`src/include/led_seq_defs.svh`:
```
// Timing counts and field layout for the LED driver start-up sequencer
`ifndef LED_SEQ_DEFS_SVH
`define LED_SEQ_DEFS_SVH

`define CLK_PERIOD_NS 50
`define LOW_SHUTDOWN_SW_CYCLES 32750
`define DETECT_MIN_SW_CYCLES 3000
`define DETECT_MAX_SW_CYCLES 4000
`define SYNC_LOSS_NS 5000
`define SYNC_LOSS_CYC (`SYNC_LOSS_NS / `CLK_PERIOD_NS)
`define SYNC_STUCK_NS 10000
`define SYNC_STUCK_CYC (`SYNC_STUCK_NS / `CLK_PERIOD_NS)
`define SS_TIME_SW_CYCLES 8192
`define NUM_SINKS 4
`define CLASS_SHORT 2'h0
`define CLASS_UNUSED 2'h1
`define CLASS_USED 2'h2

`endif

```
`src/include/led_seq_pkg.sv`:
```
// Types for the LED driver start-up sequencer
package led_seq_pkg;
  typedef enum logic [2:0] {
    ST_LOCKOUT,
    ST_GATE_EN,
    ST_LED_DETECT,
    ST_UV_CHECK,
    ST_SOFT_START,
    ST_REGULATE,
    ST_OC_LATCHED
  } seq_state_t;
endpackage : led_seq_pkg

```
`src/logic/pin_sync.sv`:
```
// Three-stage pin synchroniser with agreement filter and edge pulses
module pin_sync (
  input wire logic sys_clk_i, // System clock
  input wire logic rst_i, // Synchronous reset, high
  input wire logic ce_i, // Clock enable
  input wire logic pin_i, // Asynchronous pin
  output logic level_o, // Filtered level
  output logic rise_o, // One-cycle rise pulse
  output logic fall_o // One-cycle fall pulse
);
  logic [2:0] sh_r;
  logic [2:0] sh_nxt;
  logic lvl_r;
  logic lvl_nxt;

  always_comb begin
    sh_nxt = ce_i ? {sh_r[1:0], pin_i} : sh_r;
    lvl_nxt = lvl_r;
    // Stage 0 feeds only stage 1; stages 1 and 2 must agree
    if (ce_i && (sh_r[1] == sh_r[2])) begin
      lvl_nxt = sh_r[2];
    end
  end

  always_ff @(posedge sys_clk_i) begin
    if (rst_i) begin
      sh_r <= 3'h0;
      lvl_r <= 1'b0;
    end else begin
      sh_r <= sh_nxt;
      lvl_r <= lvl_nxt;
    end
  end

  assign level_o = lvl_r;
  assign rise_o = ce_i & lvl_nxt & ~lvl_r;
  assign fall_o = ce_i & ~lvl_nxt & lvl_r;
endmodule : pin_sync

```
`src/logic/led_startup_seq.sv`:
```
// Start-up and fault sequencer for a four-string boost LED driver
//
// Overview of operation
// - Leave lockout only on a switch clock with enable held high since its rise and supply good.
// - Frequency-set pin held low at power-up blocks power-up entirely.
// - Enable low for 32750 switch cycles returns device to low power.
// - Supply lockout assertion always forces low-power mode.
// - Gate drive first; LED detect starts once gate reports on.
// - Sinks above 120 mV, then wait 3000 to 4000 cycles before classifying.
// - Classify sinks: short below 70 mV, unused near 150, in use near 325.
// - Unused sinks removed from regulation for the rest of the enable.
// - Any shorted sink holds soft-start; re-check that sink after release.
// - Output below undervoltage threshold after gate enable withholds soft-start.
// - Undervoltage fault shuts down unlatched and retries when it clears.
// - Input overcurrent latches off; cleared by long enable low then high.
// - Soft-start raises output along a fixed ramp, independent of dimming.
// - Soft-start ends on regulation, 93 percent of limit, or timeout.
// - Frequency-set pin shorted low in operation shuts the device down.
// - Start attempted only with pin floated to 1 V or sync detected.
// - Sync lost to open pin: internal oscillator after 5 us, no fault.
// - Sync stuck low: fault after 10 us, stop switching, restart on release.
`include "led_seq_defs.svh"

module led_startup_seq #(
  parameter int NUM_SINKS = `NUM_SINKS,
  parameter int LOW_SHUTDOWN_CYC = `LOW_SHUTDOWN_SW_CYCLES,
  parameter int DETECT_CYC = `DETECT_MIN_SW_CYCLES,
  parameter int SS_TIME_CYC = `SS_TIME_SW_CYCLES,
  parameter int SYNC_LOSS_CYC = `SYNC_LOSS_CYC,
  parameter int SYNC_STUCK_CYC = `SYNC_STUCK_CYC
) (
  input wire logic sys_clk_i, // 20 MHz system clock
  input wire logic rst_i, // Synchronous reset, high
  input wire logic ce_i, // Clock enable, freezes state when low
  input wire logic enable_pwm_i, // Dimming/enable pin (async)
  input wire logic sw_clk_tick_i, // Switching clock tick, one cycle
  input wire logic supply_ok_i, // Lockout cleared (supply above rising threshold)
  input wire logic supply_low_i, // Supply below falling threshold
  input wire logic freq_set_float_i, // Frequency-set pin floated to about 1 V
  input wire logic freq_set_sync_i, // Frequency-set pin sync clock (async)
  input wire logic gate_on_i, // Gate reached supply minus 3.3 V
  input wire logic [NUM_SINKS-1:0] sink_above_120_i, // Sink above 120 mV
  input wire logic [NUM_SINKS-1:0] sink_below_70_i, // Sink below 70 mV
  input wire logic [NUM_SINKS-1:0] sink_in_use_i, // Sink near 325 mV
  input wire logic out_above_uv_i, // Output sense above undervoltage threshold
  input wire logic input_oc_trip_i, // Input overcurrent trip
  input wire logic leds_in_reg_i, // All active LED currents regulated
  input wire logic out_at_93_i, // Output at 93 percent of overvoltage limit
  output logic gate_en_o, // Disconnect switch gate drive
  output logic switching_en_o, // Boost switching allowed
  output logic soft_start_o, // Soft-start ramp active
  output logic [15:0] ramp_o, // Fixed ramp reference level
  output logic [NUM_SINKS-1:0] sink_active_o, // Sinks in regulation loop
  output logic use_ext_sync_o, // Following external sync
  output logic fault_o, // Fault flag, high when asserted
  output logic low_power_o // In low-power mode
);
  initial begin
    if (NUM_SINKS < 1 || NUM_SINKS > 16 || LOW_SHUTDOWN_CYC < 2 || LOW_SHUTDOWN_CYC > 65535 || DETECT_CYC < 1 ||
        DETECT_CYC > `DETECT_MAX_SW_CYCLES || SS_TIME_CYC < 1 || SS_TIME_CYC > 65535 || SYNC_LOSS_CYC < 1 ||
        SYNC_STUCK_CYC <= SYNC_LOSS_CYC || SYNC_STUCK_CYC > 65534) begin
      $error("led_startup_seq: unsupported parameter values");
    end
  end

  // ****************************************
  // Pin synchronisers
  // ****************************************
  logic en_lvl, en_rise;
  logic sync_lvl, sync_rise;

  pin_sync u_en_sync (
    .sys_clk_i(sys_clk_i),
    .rst_i(rst_i),
    .ce_i(ce_i),
    .pin_i(enable_pwm_i),
    .level_o(en_lvl),
    .rise_o(en_rise),
    .fall_o()
  );

  pin_sync u_sync_sync (
    .sys_clk_i(sys_clk_i),
    .rst_i(rst_i),
    .ce_i(ce_i),
    .pin_i(freq_set_sync_i),
    .level_o(sync_lvl),
    .rise_o(sync_rise),
    .fall_o()
  );

  // ****************************************
  // Sync monitor
  // ****************************************
  // Counts system cycles since last sync rise; the float input tells open from short
  logic [15:0] sync_age_r, sync_age_nxt;
  logic ext_sync_r, ext_sync_nxt;
  logic fs_short_r, fs_short_nxt;

  always_comb begin
    sync_age_nxt = sync_age_r;
    ext_sync_nxt = ext_sync_r;
    fs_short_nxt = fs_short_r;
    if (sync_rise) begin
      sync_age_nxt = 16'h0;
      ext_sync_nxt = 1'b1;
      fs_short_nxt = 1'b0;
    end else begin
      if (freq_set_float_i && !ext_sync_r) begin
        sync_age_nxt = 16'h0;
      end else if (sync_age_r != 16'hffff) begin
        sync_age_nxt = sync_age_r + 16'h1;
      end
      if (sync_age_r >= 16'(SYNC_LOSS_CYC)) begin
        ext_sync_nxt = 1'b0;
      end
      // Pin low and not floating for too long counts as a short
      if (!sync_lvl && !freq_set_float_i && sync_age_r >= 16'(SYNC_STUCK_CYC)) begin
        fs_short_nxt = 1'b1;
      end else if (freq_set_float_i) begin
        fs_short_nxt = 1'b0;
      end
    end
    if (!ce_i) begin
      sync_age_nxt = sync_age_r;
      ext_sync_nxt = ext_sync_r;
      fs_short_nxt = fs_short_r;
    end
  end

  // ****************************************
  // Main sequencer
  // ****************************************
  led_seq_pkg::seq_state_t state_r, state_nxt;
  logic [15:0] low_cnt_r, low_cnt_nxt;
  logic [15:0] tmr_r, tmr_nxt;
  logic [NUM_SINKS-1:0] active_r, active_nxt;
  logic [NUM_SINKS-1:0] shorted_r, shorted_nxt;
  logic first_tick_r, first_tick_nxt;
  logic low_power_r, low_power_nxt;
  logic fault_r, fault_nxt;
  logic [15:0] ramp_r, ramp_nxt;
  logic fs_ok, long_low;
  logic [NUM_SINKS-1:0] cls_short, cls_unused;

  assign fs_ok = freq_set_float_i | ext_sync_r;
  assign long_low = (low_cnt_r >= 16'(LOW_SHUTDOWN_CYC));

  genvar gi;
  generate
    for (gi = 0; gi < NUM_SINKS; gi++) begin : g_cls
      assign cls_short[gi] = sink_below_70_i[gi];
      assign cls_unused[gi] = ~sink_below_70_i[gi] & ~sink_in_use_i[gi];
    end
  endgenerate

  always_comb begin
    state_nxt = state_r;
    low_cnt_nxt = low_cnt_r;
    tmr_nxt = tmr_r;
    active_nxt = active_r;
    shorted_nxt = shorted_r;
    first_tick_nxt = first_tick_r;
    low_power_nxt = low_power_r;
    fault_nxt = fs_short_r;
    ramp_nxt = ramp_r;
    // Low-time counter in switching cycles, restarts on any high
    if (en_lvl) begin
      low_cnt_nxt = 16'h0;
    end else if (sw_clk_tick_i && !long_low) begin
      low_cnt_nxt = low_cnt_r + 16'h1;
    end
    if (en_rise) begin
      first_tick_nxt = 1'b1;
    end else if (!en_lvl) begin
      first_tick_nxt = 1'b0;
    end
    unique case (state_r)
      led_seq_pkg::ST_LOCKOUT: begin
        low_power_nxt = 1'b1;
        active_nxt = '1;
        shorted_nxt = '0;
        ramp_nxt = 16'h0;
        // Enable must have stayed high since its rise; any switching tick after that can leave lockout
        if (sw_clk_tick_i && first_tick_r && en_lvl && supply_ok_i && fs_ok) begin
          state_nxt = led_seq_pkg::ST_GATE_EN;
          low_power_nxt = 1'b0;
        end
      end
      led_seq_pkg::ST_GATE_EN: begin
        tmr_nxt = 16'h0;
        if (gate_on_i) begin
          state_nxt = led_seq_pkg::ST_LED_DETECT;
        end
      end
      led_seq_pkg::ST_LED_DETECT: begin
        if (!(&(sink_above_120_i | shorted_r | sink_below_70_i))) begin
          tmr_nxt = 16'h0;
        end else if (sw_clk_tick_i) begin
          tmr_nxt = tmr_r + 16'h1;
        end
        if (tmr_r >= 16'(DETECT_CYC)) begin
          shorted_nxt = cls_short;
          // Shorted sinks stay listed so the re-check after release keeps them
          active_nxt = active_r & ~cls_unused;
          tmr_nxt = 16'h0;
          if (cls_short == '0) begin
            state_nxt = led_seq_pkg::ST_UV_CHECK;
          end else begin
            state_nxt = led_seq_pkg::ST_LED_DETECT;
          end
        end
      end
      led_seq_pkg::ST_UV_CHECK: begin
        if (out_above_uv_i) begin
          state_nxt = led_seq_pkg::ST_SOFT_START;
          tmr_nxt = 16'h0;
          ramp_nxt = 16'h0;
        end
      end
      led_seq_pkg::ST_SOFT_START: begin
        if (sw_clk_tick_i) begin
          tmr_nxt = tmr_r + 16'h1;
          ramp_nxt = ramp_r + 16'h1;
        end
        if (leds_in_reg_i || out_at_93_i || tmr_r >= 16'(SS_TIME_CYC)) begin
          state_nxt = led_seq_pkg::ST_REGULATE;
        end
      end
      led_seq_pkg::ST_REGULATE: begin
      end
      led_seq_pkg::ST_OC_LATCHED: begin
        fault_nxt = 1'b1;
        if (long_low) begin
          low_power_nxt = 1'b1;
        end
        if (long_low && en_rise) begin
          state_nxt = led_seq_pkg::ST_LOCKOUT;
          first_tick_nxt = 1'b1;
        end
      end
    endcase
    // Faults, highest priority last
    if (state_r != led_seq_pkg::ST_LOCKOUT && state_r != led_seq_pkg::ST_OC_LATCHED) begin
      if ((state_r == led_seq_pkg::ST_SOFT_START || state_r == led_seq_pkg::ST_REGULATE) &&
          !out_above_uv_i) begin
        state_nxt = led_seq_pkg::ST_UV_CHECK;
      end
      if (fs_short_r) begin
        state_nxt = led_seq_pkg::ST_UV_CHECK;
        if (state_r != led_seq_pkg::ST_GATE_EN && state_r != led_seq_pkg::ST_LED_DETECT) begin
          ramp_nxt = 16'h0;
        end
      end
      if (long_low) begin
        state_nxt = led_seq_pkg::ST_LOCKOUT;
      end
      if (input_oc_trip_i) begin
        state_nxt = led_seq_pkg::ST_OC_LATCHED;
      end
    end
    if (supply_low_i) begin
      state_nxt = led_seq_pkg::ST_LOCKOUT;
      low_power_nxt = 1'b1;
    end
    if (!ce_i) begin
      state_nxt = state_r;
      low_cnt_nxt = low_cnt_r;
      tmr_nxt = tmr_r;
      active_nxt = active_r;
      shorted_nxt = shorted_r;
      first_tick_nxt = first_tick_r;
      low_power_nxt = low_power_r;
      fault_nxt = fault_r;
      ramp_nxt = ramp_r;
    end
  end

  // ****************************************
  // Output registers
  // ****************************************
  logic gate_r, sw_r, ss_r, ext_out_r;

  always_ff @(posedge sys_clk_i) begin
    if (rst_i) begin
      state_r <= led_seq_pkg::ST_LOCKOUT;
      low_cnt_r <= 16'h0;
      tmr_r <= 16'h0;
      active_r <= '0;
      shorted_r <= '0;
      first_tick_r <= 1'b0;
      low_power_r <= 1'b1;
      fault_r <= 1'b0;
      ramp_r <= 16'h0;
      sync_age_r <= 16'hffff;
      ext_sync_r <= 1'b0;
      fs_short_r <= 1'b0;
      gate_r <= 1'b0;
      sw_r <= 1'b0;
      ss_r <= 1'b0;
      ext_out_r <= 1'b0;
    end else begin
      state_r <= state_nxt;
      low_cnt_r <= low_cnt_nxt;
      tmr_r <= tmr_nxt;
      active_r <= active_nxt;
      shorted_r <= shorted_nxt;
      first_tick_r <= first_tick_nxt;
      low_power_r <= low_power_nxt;
      fault_r <= fault_nxt;
      ramp_r <= ramp_nxt;
      sync_age_r <= sync_age_nxt;
      ext_sync_r <= ext_sync_nxt;
      fs_short_r <= fs_short_nxt;
      if (ce_i) begin
        gate_r <= (state_nxt != led_seq_pkg::ST_LOCKOUT) && (state_nxt != led_seq_pkg::ST_OC_LATCHED);
        sw_r <= (state_nxt == led_seq_pkg::ST_SOFT_START || state_nxt == led_seq_pkg::ST_REGULATE) &&
                !fs_short_nxt && en_lvl;
        ss_r <= (state_nxt == led_seq_pkg::ST_SOFT_START);
        ext_out_r <= ext_sync_nxt;
      end
    end
  end

  assign gate_en_o = gate_r;
  assign switching_en_o = sw_r;
  assign soft_start_o = ss_r;
  assign ramp_o = ramp_r;
  assign sink_active_o = active_r;
  assign use_ext_sync_o = ext_out_r;
  assign fault_o = fault_r;
  assign low_power_o = low_power_r;
endmodule : led_startup_seq

```
`config.mk`:
```
export PLATFORM = sky130hd
export DESIGN_NAME = led_startup_seq
export DESIGN_NICKNAME = d
export VERILOG_FILES = /design/src/include/led_seq_pkg.sv /design/src/logic/pin_sync.sv /design/src/logic/led_startup_seq.sv
export VERILOG_INCLUDE_DIRS = /design/src /design/src/include
export SDC_FILE = /design/constraint.sdc
export NUM_CORES = 1
export LEC_CHECK = 0
export BUFFER_PORTS_ARGS = -buffer_cell sky130_fd_sc_hd__buf_4
export CORE_MARGIN = 3
export CORE_UTILIZATION = 55
export DETAILED_ROUTE_END_ITERATION = 16
export PLACE_DENSITY = 0.75
export SYNTH_ARGS = -nofsm -noshare
export SYNTH_HDL_FRONTEND = slang
export SYNTH_SLANG_ARGS = --single-unit
```
`constraint.sdc`:
```
create_clock -name sys_clk_i -period 6.2 [get_ports sys_clk_i]
set_clock_uncertainty 0.15 [all_clocks]
set_input_delay 1.24 -clock sys_clk_i [delete_from_list [all_inputs] [get_ports sys_clk_i]]
set_output_delay 1.24 -clock sys_clk_i [all_outputs]
set_load 0.1 [all_outputs]
```
Word level (Yosys, flattened, before mapping) --
Cells that the tools add are included.
Cells by class: bitwise logic cells 23, reduce and logical (&&, ||, !) cells 42, order comparisons 5, multiplexer cells 53, add/subtract/negate cells 4, eq/ne operators 18
Operators with widths (number):
- 2-to-1 mux 16 bit | 14
- adder 16 x 1 -> 16 bit, second input constant | 4
- one-hot mux 16 bit (4 select lines) | 1
- one-hot mux 16 bit (3 select lines) | 1
- 2-to-1 mux 3 bit | 13
- 2-to-1 mux 1 bit | 18
- one-hot mux 3 bit (6 select lines) | 1
- logical AND 1 bit | 17
- >= comparator 16 x 12 -> 1 bit, second input constant | 1
- >= comparator 16 x 14 -> 1 bit, second input constant | 1
- >= comparator 16 x 15 -> 1 bit, second input constant | 1
- >= comparator 16 x 7 -> 1 bit, second input constant | 1
- >= comparator 16 x 8 -> 1 bit, second input constant | 1
- inequality test 16 bit, second input constant | 1
- one-hot mux 4 bit (2 select lines) | 2
- == test 3 bit, second input constant | 5
- nonzero test 3 bit | 4
- NOT 1 bit | 10
- inequality test 3 bit, second input constant | 3
- AND reduction 3 bit | 3
- bitwise AND 1 bit | 8
- 2-to-1 mux 4 bit | 2
- OR 4 bit | 2
- == test 3 x 2 -> 1 bit, second input constant | 2
- 17 further kinds | 29
Word-level totals: flip-flop bits (word level) 92, word-level logic and storage cells 165, output and inout port bits 26, input bits 26

Longest topological paths before layout --
Gate-level depths: netlist (run 1).
depth in word-level cells 19, mapped depth 9, depth with buffers taken out 8

Cells and area by module --
Synthesis (run 1) repeated with hierarchy kept, for this count alone.
Unflattened totals: cell total of the unflattened synthesis 631, area total of the unflattened synthesis 5103.6 um^2
Modules (own cells, without submodules):
- led_startup_seq | cells an instance 595, seq. area each 1681.6 um^2, area an instance 4740.8 um^2, times used 1
- pin_sync | cells an instance 18, seq. area each 80.1 um^2, area an instance 181.4 um^2, times used 2

Least setup slack after synthesis (run 1) --
Ideal clock, no wire load.
path kind input port to flip-flop, start point input sw_clk_tick_i, end point register low_cnt_r[6], setup slack 3.252 ns, library setup time 0.071 ns, arrival 2.727 ns, path buffers 2, data required time 5.979 ns, stages 7, cell sequence clkbuf_1 -> inv_1 -> o31ai_2 -> nand2_1 -> clkbuf_1 -> or3_1 -> a21oi_1
On the way: cells in the longest elaborated chain, start to end 3
Ends and longest elaborated chain:
- start: declaration | line led_startup_seq.sv:36 | input wire logic sw_clk_tick_i,
- logical AND 1 bit | line led_startup_seq.sv:170 | end else if (sw_clk_tick_i && !long_low) begin
- nonzero test 2 bit (no source line)
- AND reduction 2 bit (no source line)
- end signal: assignment | line led_startup_seq.sv:304 | low_cnt_r <= low_cnt_nxt;
- end: declaration | line led_startup_seq.sv:135 | logic [15:0] low_cnt_r, low_cnt_nxt;
No other way between the ends. A chain may end at the register's enable or synchronous reset.

Final worst setup path (run 1) --
start point register state_r[2], end point register tmr_r[9]
On the way: cells in the longest elaborated chain, start to end 3, elaborated cells on any way between the ends 8, those cells by class eq/ne (5); mux (1); reduce/logical (2)
Ends and longest elaborated chain:
- start: declaration | line led_startup_seq.sv:134 | led_seq_pkg::seq_state_t state_r, state_nxt;
- start signal: assignment | line led_startup_seq.sv:286 | state_r <= led_seq_pkg::ST_LOCKOUT;
- start signal: assignment | line led_startup_seq.sv:303 | state_r <= state_nxt;
- == test 3 bit, or another cell as far along | line led_startup_seq.sv:178 | unique case (state_r)
- nonzero test 4 bit (no source line) / inequality test 2 bit (equally long branches)
- AND reduction 3 bit (no source line)
- end signal: assignment | line led_startup_seq.sv:305 | tmr_r <= tmr_nxt;
- end: declaration | line led_startup_seq.sv:136 | logic [15:0] tmr_r, tmr_nxt;
Parallel ways exist; a longest one is shown, timed or not.

==> results.py, run 1 <==
metrics = {
    "run_status": {
        "status": "finished clean",
    },
    "layout": {
        "insertedDiodeCount": 0,
        "drive_gt1_frac": 0.126,
        "final_util": 0.655,
        "syn2layout_area_growth_pct": 12.2,
        "regArea_um2": 1840,
        "layout.nets": 693,
        "multi_input_area_um2": 2870,
        "fill_cells": 723,
    },
    "cts": {
        "ctsLongestPathBuffers": 2,
        "path_clk_slew_ns": 0.09,
        "cts_num_sinks": 92,
        "cts_tree": "yes",
        "h-tree-depth": 3,
        "hold_buffers": 0,
        "insertion_delay_ns": 0.37,
        "cts_setup_buffers": 0,
        "cts_root_buffer": "clkbuf_8",
        "cts_buffers": 9,
        "post_cts_resized": 0,
    },
    "detailed_routing": {
        "wl_met1_um": 5320,
        "drtIter0Drc": 297,
        "detail_route.vias_per_cell": 6.12,
        "dr.max_layer_used": "met4",
        "vias": 4710,
        "wire_per_inst_um": 15.0,
        "ant_nets": 0,
        "drc": 0,
        "dr.pass1.iters": 4,
        "routed_wl_um": 11600,
        "wl_met3_um": 608,
        "wl_met2_um": 5420,
    },
    "placement": {
        "hpwl_um": 8000,
        "gp_congestion": 0.876,
        "port_buffers": 51,
    },
    "logic_synthesis": {
        "syn_nets": 658,
        "postSynthCellCount": 625,
        "synth_edf_count": 0,
        "yosys_warnings": 0,
        "avgSynthCellArea_um2": 7.90,
        "synthFlopType": "dfxtp_1",
        "ys_top_cells_by_area": "dfxtp_1, o21ai_0, nor2_1, a21oi_1, nand2_1",
        "synth.distinct_cells": 67,
        "synth_top_area_cell": "dfxtp_1",
        "synthesis.area_um2": 4940,
        "async_flop_share": 0,
        "yosysSeqAreaShare": 0.373,
        "synth_seq_cells": 92,
        "synth_top_area_frac": 0.373,
    },
    "critical_path": {
        "regToRegSetupSlack_ns": 3.25,
        "startpoint_type": "register",
        "crit_fanout": 19,
        "critPathArrivalTime_ns": 3.08,
        "worstSetupPathType": "reg2reg",
        "cp_data_required_time_ns": 6.33,
        "worstSetupEndpointType": "register",
    },
    "die": {
        "initial_core_util": 0.583,
        "die_x_um": 101,
        "core-area_um2": 8460,
        "io_pins": 52,
        "rows": 33,
        "die_y_um": 101,
        "die_area_um2": 10200,
    },
    "timing": {
        "min_period_ns": 2.95,
        "slew_headroom": 0.482,
        "setup_viol": 0,
        "fmaxAchievable_mhz": 339,
        "drv_slew": 0,
        "fin_tns_setup_ns": 0,
        "whs_ns": 0.335,
        "rsz0062_at_grt": "no",
        "hold_viol": 0,
        "finalCritPeriodShare": 0.476,
        "tightest_slew_ns": 0.777,
    },
    "grt": {
        "antenna_found_initial": 0,
        "grt_overflow": 0,
        "grt_max_degree": 49,
        "grt_pass1_wl_um": 19600,
        "grt_use_total": 0.234,
        "grt_pass1_vias": 4329,
    },
    "job": {
        "maxCapViolCount": 0,
    },
    "power": {
        "leakagePower_uw": 0.00211,
        "power.density_nw_per_um2": 206,
        "ir_drop_uv": 125,
    },
    "worst_hold_path": {
        "hold_path.class": "reg2reg",
    },
}
cell usage after synthesis, types with 4 or more instances:
master and instances:
nor3_1 23, mux2i_1 8, nor2b_1 4, a31oi_1 7
nand2_1 55, nand4_1 22, a21oi_1 45, and4_1 5
or3_1 9, o211ai_1 8, a21o_1 6, nand3_1 26
xnor2_1 19, clkbuf_1 26, ha_1 7, nor4_1 7
nor2_1 64, and3_1 19, o31ai_1 6, o21a_1 4
nand2b_1 6, inv_1 23, xor2_1 13, a211oi_1 4
dfxtp_1 92, a22oi_1 4, o21ai_0 48
path summary, 6_finish.rpt:
check,from,to,cells past startpoint
max reg2reg,state_r[2],tmr_r[9],5
min,sink_active_o[2],sink_active_o[2],2
min reg2reg,sink_active_o[2],sink_active_o[2],2
max,state_r[2],tmr_r[9],5
power by group:
group | switching (µW) | internal [µW]
clock network | 230 | 159
registers | 19.4 | 607
logic | 82.9 | 46.3
total | 332 | 812
cells in the final DEF, fill, tap and decap left out, types with 4 or more instances in the layout:
master,instances
o21ai_0,48
nor2b_1,4
inv_1,23
nor4_1,7
nor3_1,23
and3_1,19
xnor2_1,19
o211ai_1,8
mux2i_1,8
nor2_1,64
clkbuf_8,10
a31oi_1,7
a211oi_1,4
o31ai_1,6
nand2b_1,6
nand4_1,22
a22oi_1,4
or3_1,9
buf_4,56
a21o_1,6
nand2_1,55
clkinvlp_4,4
dfxtp_1,92
nand3_1,26
a21oi_1,45
xor2_1,13
ha_1,7
o21a_1,4
and4_1,5
sequential cells by signal, summed over array words and instances (netlist names), 3 cells and up:
register / count
low_cnt_r: 16
ramp_o: 16
shorted_r: 4
sink_active_o: 4
state_r: 3
sync_age_r: 16
tmr_r: 16
u_en_sync.sh_r: 3
u_sync_sync.sh_r: 3
per-stage QoR:
stage	setup WS (ns)	std cells	area (µm²)	power [µW]
2_1_floorplan	3.25	625	4940	727
3_3_place_gp	2.99	754	5360	765
3_5_place_dp	2.90	754	5360	768
4_1_cts	3.25	770	5540	1150
5_1_grt	3.06	770	5540	1190
6_report	3.25	770	5540	1140
kinds of logic (layout without fill, tap and decap cells):
kind of cell / count (synthesis) / after routing / synth area share
buffers and inverters: 56 / 96 / 0.0451
adder cells (fa/ha/maj): 7 / 7 / 0.0177
AO/OA/AOI/OAI: 164 / 164 / 0.213
flip-flops: 92 / 92 / 0.373
AND/OR/NAND/NOR: 266 / 266 / 0.278
multiplexers: 8 / 8 / 0.0162
XOR/XNOR: 32 / 32 / 0.0568
layout make-up:
type | count | area share
inverters | 24 | 0.0163
flip-flops and latches | 92 | 0.332
clock buffers | 10 | 0.0248
well taps | 105 | 0.0237
clock inverters | 6 | 0.00858
repair buffers | 56 | 0.0758
multi-input cells | 477 | 0.519
worst max-delay path, cell delays in order, from the launching register on:
cell      delay (ns)
dfxtp_1         0.67
or3b_1          0.69
a221oi_4        0.63
nand4_4         0.22
or3_1           0.35
a21oi_1         0.16
metal layers:
metal | vias up | global-route usage
li1 | 2340 | -
met1 | 2217 | 0.303
met2 | 130 | 0.381
met3 | 23 | 0.0415
met4 | 0 | 0.101
met5 | - | 0
Note: power is estimated with default switching activity, not from simulation.
==> inputs of run 2 (changes only) <==
--- a/config.mk
+++ b/config.mk
@@ -8,9 +8,9 @@
 export LEC_CHECK = 0
 export BUFFER_PORTS_ARGS = -buffer_cell sky130_fd_sc_hd__buf_4
 export CORE_MARGIN = 3
-export CORE_UTILIZATION = 55
+export CORE_UTILIZATION = 53
 export DETAILED_ROUTE_END_ITERATION = 16
-export PLACE_DENSITY = 0.75
+export PLACE_DENSITY = 0.76
 export SYNTH_ARGS = -nofsm -noshare
 export SYNTH_HDL_FRONTEND = slang
 export SYNTH_SLANG_ARGS = --single-unit
==> constraint.sdc (replaced) <==
create_clock -name sys_clk_i -period 2.65 [get_ports sys_clk_i]
set_clock_uncertainty 0.15 [all_clocks]
set_input_delay 0.53 -clock sys_clk_i [delete_from_list [all_inputs] [get_ports sys_clk_i]]
set_output_delay 0.53 -clock sys_clk_i [all_outputs]
set_load 0.1 [all_outputs]
==> run 2 against run 1 <==
  * First-iteration DRC count decreased by 12%
  * Register-to-register slack got worse by 3.0 ns
  * Count of clock-buffer cells in the layout increased by 1
  * Critical endpoint is now ramp_o[11]
==> results.py, run 2 (synthesis results as in run 1) <==
metrics = {
    "detailed_routing": {
        "routed_wl_um": 12100,
        "drc": 0,
        "wire_per_inst_um": 15.4,
        "ant_nets": 0,
        "detail_route.vias_per_cell": 6.07,
        "vias": 4770,
        "drtIter0Drc": 261,
        "dr.pass1.iters": 6,
    },
    "layout": {
        "stdcell_count": 786,
        "syn2layout_area_growth_pct": 14.8,
        "insertedDiodeCount": 0,
        "drive_gt1_frac": 0.145,
        "final_cell_mix": "dfxtp_1, buf_4, nor2_1",
        "mostFrequentLayoutCell": "dfxtp_1",
        "layout.nets": 706,
        "fill_cells": 791,
    },
    "die": {
        "die_x_um": 103,
        "die_y_um": 103,
        "die_area_um2": 10500,
        "io_pins": 52,
        "core-area_um2": 8890,
        "initial_core_util": 0.555,
        "rows": 34,
    },
    "timing": {
        "min_period_ns": 2.45,
        "fmaxAchievable_mhz": 409,
        "finalCritPeriodShare": 0.923,
        "hold_viol": 0,
        "slew_headroom": 0.512,
        "rsz0062_at_grt": "no",
        "tightest_slew_ns": 0.730,
        "setup_viol": 0,
        "drv_slew": 0,
        "fin_tns_setup_ns": 0,
        "whs_ns": 0.263,
    },
    "cts": {
        "cts_num_sinks": 92,
        "cts_tree": "yes",
        "cts_setup_buffers": 0,
        "insertion_delay_ns": 0.36,
        "cts_root_buffer": "clkbuf_8",
        "post_cts_resized": 0,
        "hold_buffers": 0,
        "path_clk_slew_ns": 0.10,
        "h-tree-depth": 3,
        "ctsLongestPathBuffers": 2,
        "cts_buffers": 9,
    },
    "run_status": {
        "status": "finished clean",
    },
    "power": {
        "power.total_uw": 2770,
        "ir_drop_uv": 303,
        "leakagePower_uw": 0.00220,
        "power.density_nw_per_um2": 488,
    },
    "placement": {
        "post-place-cells": 770,
        "port_buffers": 51,
        "gp_congestion": 0.966,
        "hpwl_um": 8620,
    },
    "critical_path": {
        "startpoint_type": "register",
        "crit_chain": "buf_4 -> nor2b_1 -> o21ai_0 -> and2_1 -> a31oi_1 -> a211oi_1",
        "critPathMaxStageDelay_ns": 0.69,
        "cp_data_required_time_ns": 2.79,
        "critPathBufInv": 1,
        "worstSetupEndpointType": "register",
        "cp_slowest_cell": "dfxtp_1",
        "path_delay_family": "flip-flops",
        "critPathArrivalTime_ns": 2.59,
        "worstSetupPathType": "reg2reg",
        "crit_fanout": 18,
        "crit_cells": 6,
        "worst_r2r_path_depth": 6,
    },
    "worst_hold_path": {
        "hold_path.class": "in2reg",
        "hold-path-cell-count": 3,
    },
    "grt": {
        "grt_use_total": 0.229,
        "grt_pass1_vias": 4262,
        "grt_max_degree": 26,
        "antenna_found_initial": 0,
        "grt_overflow": 0,
        "grt_pass1_wl_um": 19700,
    },
    "job": {
        "maxCapViolCount": 0,
    },
}
[run 2: stage by stage]
stage	instance area (µm²)	util	setup WS, ns
after CTS	5670	0.638	0.275
after detailed placement	5460	0.614	0.304
after global routing	5670	0.638	0.0466
after floorplan	4940	-	0.0170
after global placement	5460	0.614	0.388
final	5670	0.638	0.205
[run 2: power by group]
part           total (µW)  leakage (µW)  switching (µW)  internal (µW)
Clock                 990      0.000106             501            489
Combinational         315       0.00134             198            117
Sequential           1460      0.000749            44.9           1420
[run 2: final timing paths]
path                                        from  slack (ns)                 to
worst max-delay path                  state_r[1]        0.20         ramp_o[11]
worst min-delay path                enable_pwm_i        0.26  u_en_sync.sh_r[0]
worst max register to register        state_r[1]        0.20         ramp_o[11]
worst min register to register  sink_active_o[3]        0.34   sink_active_o[3]
[run 2: cell type report]
cell class	instances	area, µm²	area share
multi-input combinational	477	2870	0.507
sequential	92	1840	0.325
timing repair buffer	69	518	0.0913
clock buffer	11	151	0.0267
tap	108	135	0.0238
inverter	24	90.1	0.0159
clock inverter	5	60.1	0.0106
[run 2: tightest hold or removal path, stage by stage]
cell and delay [ns]:
buf_4 0.07, mux2i_1 0.05, nor2_1 0.08
[run 2: routing by layer]
layer | wire length (µm) | track usage | vias up
li1 | - | - | 2366
met1 | 5350 | 0.297 | 2215
met2 | 5820 | 0.388 | 170
met3 | 772 | 0.0507 | 19
met4 | 149 | 0.0575 | 0
met5 | 0 | 0 | -
==> inputs of run 3 (changes only) <==
--- a/config.mk
+++ b/config.mk
@@ -7,10 +7,12 @@
 export NUM_CORES = 1
 export LEC_CHECK = 0
 export BUFFER_PORTS_ARGS = -buffer_cell sky130_fd_sc_hd__buf_4
+export CELL_PAD_IN_SITES_DETAIL_PLACEMENT = 1
+export CELL_PAD_IN_SITES_GLOBAL_PLACEMENT = 2
 export CORE_MARGIN = 3
-export CORE_UTILIZATION = 53
+export CORE_UTILIZATION = 31
 export DETAILED_ROUTE_END_ITERATION = 16
-export PLACE_DENSITY = 0.76
+export PLACE_DENSITY_LB_ADDON = 0.1
 export SYNTH_ARGS = -nofsm -noshare
 export SYNTH_HDL_FRONTEND = slang
 export SYNTH_SLANG_ARGS = --single-unit
==> run 3 against run 2 <==
  * Fmax rose by 1.8%
  * Setup slack improved by 0.044 ns
  * Sequential power barely moved
  * Register-to-register slack improved by 0.04 ns
  * Total power rose by 17%
  * Sequential share of layout area fell by 1.6 points
  * Wire length rose by 22%
  * First-iteration DRC count fell by 11%
  * Critical path type unchanged
  * Critical endpoint is now gate_en_o
==> results.py, run 3 (synthesis results as in run 1) <==
metrics = {
    "layout": {
        "mostFrequentLayoutCell": "dfxtp_1",
        "stdcell_count": 895,
        "regArea_um2": 1840,
        "insertedDiodeCount": 0,
        "layout.nets": 712,
        "fill_cells": 1843,
        "multi_input_area_um2": 2880,
        "syn2layout_area_growth_pct": 21.0,
        "drive_gt1_frac": 0.154,
        "final_cell_mix": "dfxtp_1, buf_4, nor2_1",
    },
    "worst_hold_path": {
        "hold_path.class": "in2reg",
    },
    "die": {
        "die_y_um": 132,
        "core-area_um2": 15400,
        "die_area_um2": 17500,
        "initial_core_util": 0.321,
        "io_pins": 52,
        "rows": 45,
        "die_x_um": 132,
    },
    "critical_path": {
        "startpoint_type": "register",
        "crit_fanout": 20,
        "worstSetupEndpointType": "register",
        "critPathArrivalTime_ns": 2.50,
        "cp_data_required_time_ns": 2.75,
        "worstSetupPathType": "reg2reg",
    },
    "placement": {
        "dp_slack_ns": 0.211,
        "hpwl_um": 10700,
        "gp_congestion": 0.804,
        "post-place-cells": 879,
        "port_buffers": 51,
    },
    "timing": {
        "final.setup.worst_slack_ns": 0.248,
        "min_period_ns": 2.40,
        "slew_headroom": 0.552,
        "finalCritPeriodShare": 0.906,
        "hold_viol": 0,
        "rsz0062_at_grt": "no",
        "drv_slew": 0,
        "tightest_slew_ns": 0.665,
        "setup_viol": 0,
        "fmaxAchievable_mhz": 416,
        "fin_tns_setup_ns": 0,
    },
    "cts": {
        "cts_tree": "yes",
        "cts_root_buffer": "clkbuf_16",
        "hold_buffers": 0,
        "cts_setup_buffers": 0,
        "cts_num_sinks": 92,
        "ctsLongestPathBuffers": 2,
        "path_clk_slew_ns": 0.07,
        "post_cts_resized": 0,
        "cts_buffers": 9,
        "h-tree-depth": 3,
        "insertion_delay_ns": 0.35,
    },
    "detailed_routing": {
        "dr.pass1.iters": 4,
        "drtIter0Drc": 233,
        "ant_nets": 0,
        "wire_per_inst_um": 16.4,
        "detail_route.vias_per_cell": 5.32,
        "vias": 4762,
        "drc": 0,
        "routed_wl_um": 14700,
    },
    "run_status": {
        "status": "finished clean",
    },
    "power": {
        "power.density_nw_per_um2": 543,
        "ir_drop_uv": 304,
        "leakagePower_uw": 0.00229,
    },
    "job": {
        "maxCapViolCount": 0,
    },
    "grt": {
        "grt_use_total": 0.172,
        "antenna_found_initial": 0,
        "grt_pass1_vias": 4879,
        "grt_pass1_wl_um": 25000,
        "grt_overflow": 0,
        "grt_max_degree": 22,
    },
}
## run 3: cell count changes in the layout (fill, tap and decap cells not counted), sizes merged
| cell | before | now |
|---|---|---|
| buf | 69 | 75 |
| bufinv | 1 | 2 |
| clkinv | 4 | 3 |
| clkinvlp | 1 | 0 |
| inv | 23 | 24 |
## run 3: critical path, cell delays in order, from the launching register on
cell and delay, ns:
dfxtp_1 0.75, inv_1 0.12, or3_1 0.39, a311oi_1 0.33, a211o_1 0.23, xnor2_1 0.08, a311oi_1 0.25
## run 3: worst paths after layout
check / startpoint / endpoint / slack, ns / depth (start not counted)
setup / recovery: state_r[0] / gate_en_o / 0.25 / 6
hold / removal: freq_set_sync_i / u_sync_sync.sh_r[0] / 0.28 / 3
setup reg to reg: state_r[0] / gate_en_o / 0.25 / 6
hold reg to reg: soft_start_o / soft_start_o / 0.32 / 2
## run 3: final cells by class
type,count,area share
repair buffers,75,0.0942
flip-flops and latches,92,0.308
clock buffers,11,0.0423
clock inverters,5,0.0138
well taps,211,0.0442
multi-input cells,477,0.482
inverters,24,0.0151
## run 3: stage by stage
| step | power, µW | instance area [µm²] | utilization | hold WS (ns) |
|---|---|---|---|---|
| final | 3250 | 5970 | 0.389 | 0.277 |
| after global routing | 3410 | 5970 | 0.389 | 0.275 |
| after floorplan | 1700 | 4940 | - | 0.296 |
| after detailed placement | 1830 | 5640 | 0.367 | 0.313 |
| after global placement | 1820 | 5640 | 0.367 | 0.305 |
| after CTS | 3300 | 5970 | 0.389 | 0.264 |
## run 3: report_power, final
part           switching (µW)  leakage, µW  internal [µW]
clock network             568     0.000166            882
logic                     211      0.00138            120
registers                46.3     0.000749           1420
## run 3: routing by layer
| layer | wire length [µm] | part of all wire | GRT usage |
|---|---|---|---|
| met5 | 0 | 0 | 0 |
| met1 | 7060 | 0.48 | 0.227 |
| met3 | 573 | 0.039 | 0.0298 |
| met4 | 201 | 0.014 | 0.0629 |
| met2 | 6890 | 0.47 | 0.284 |
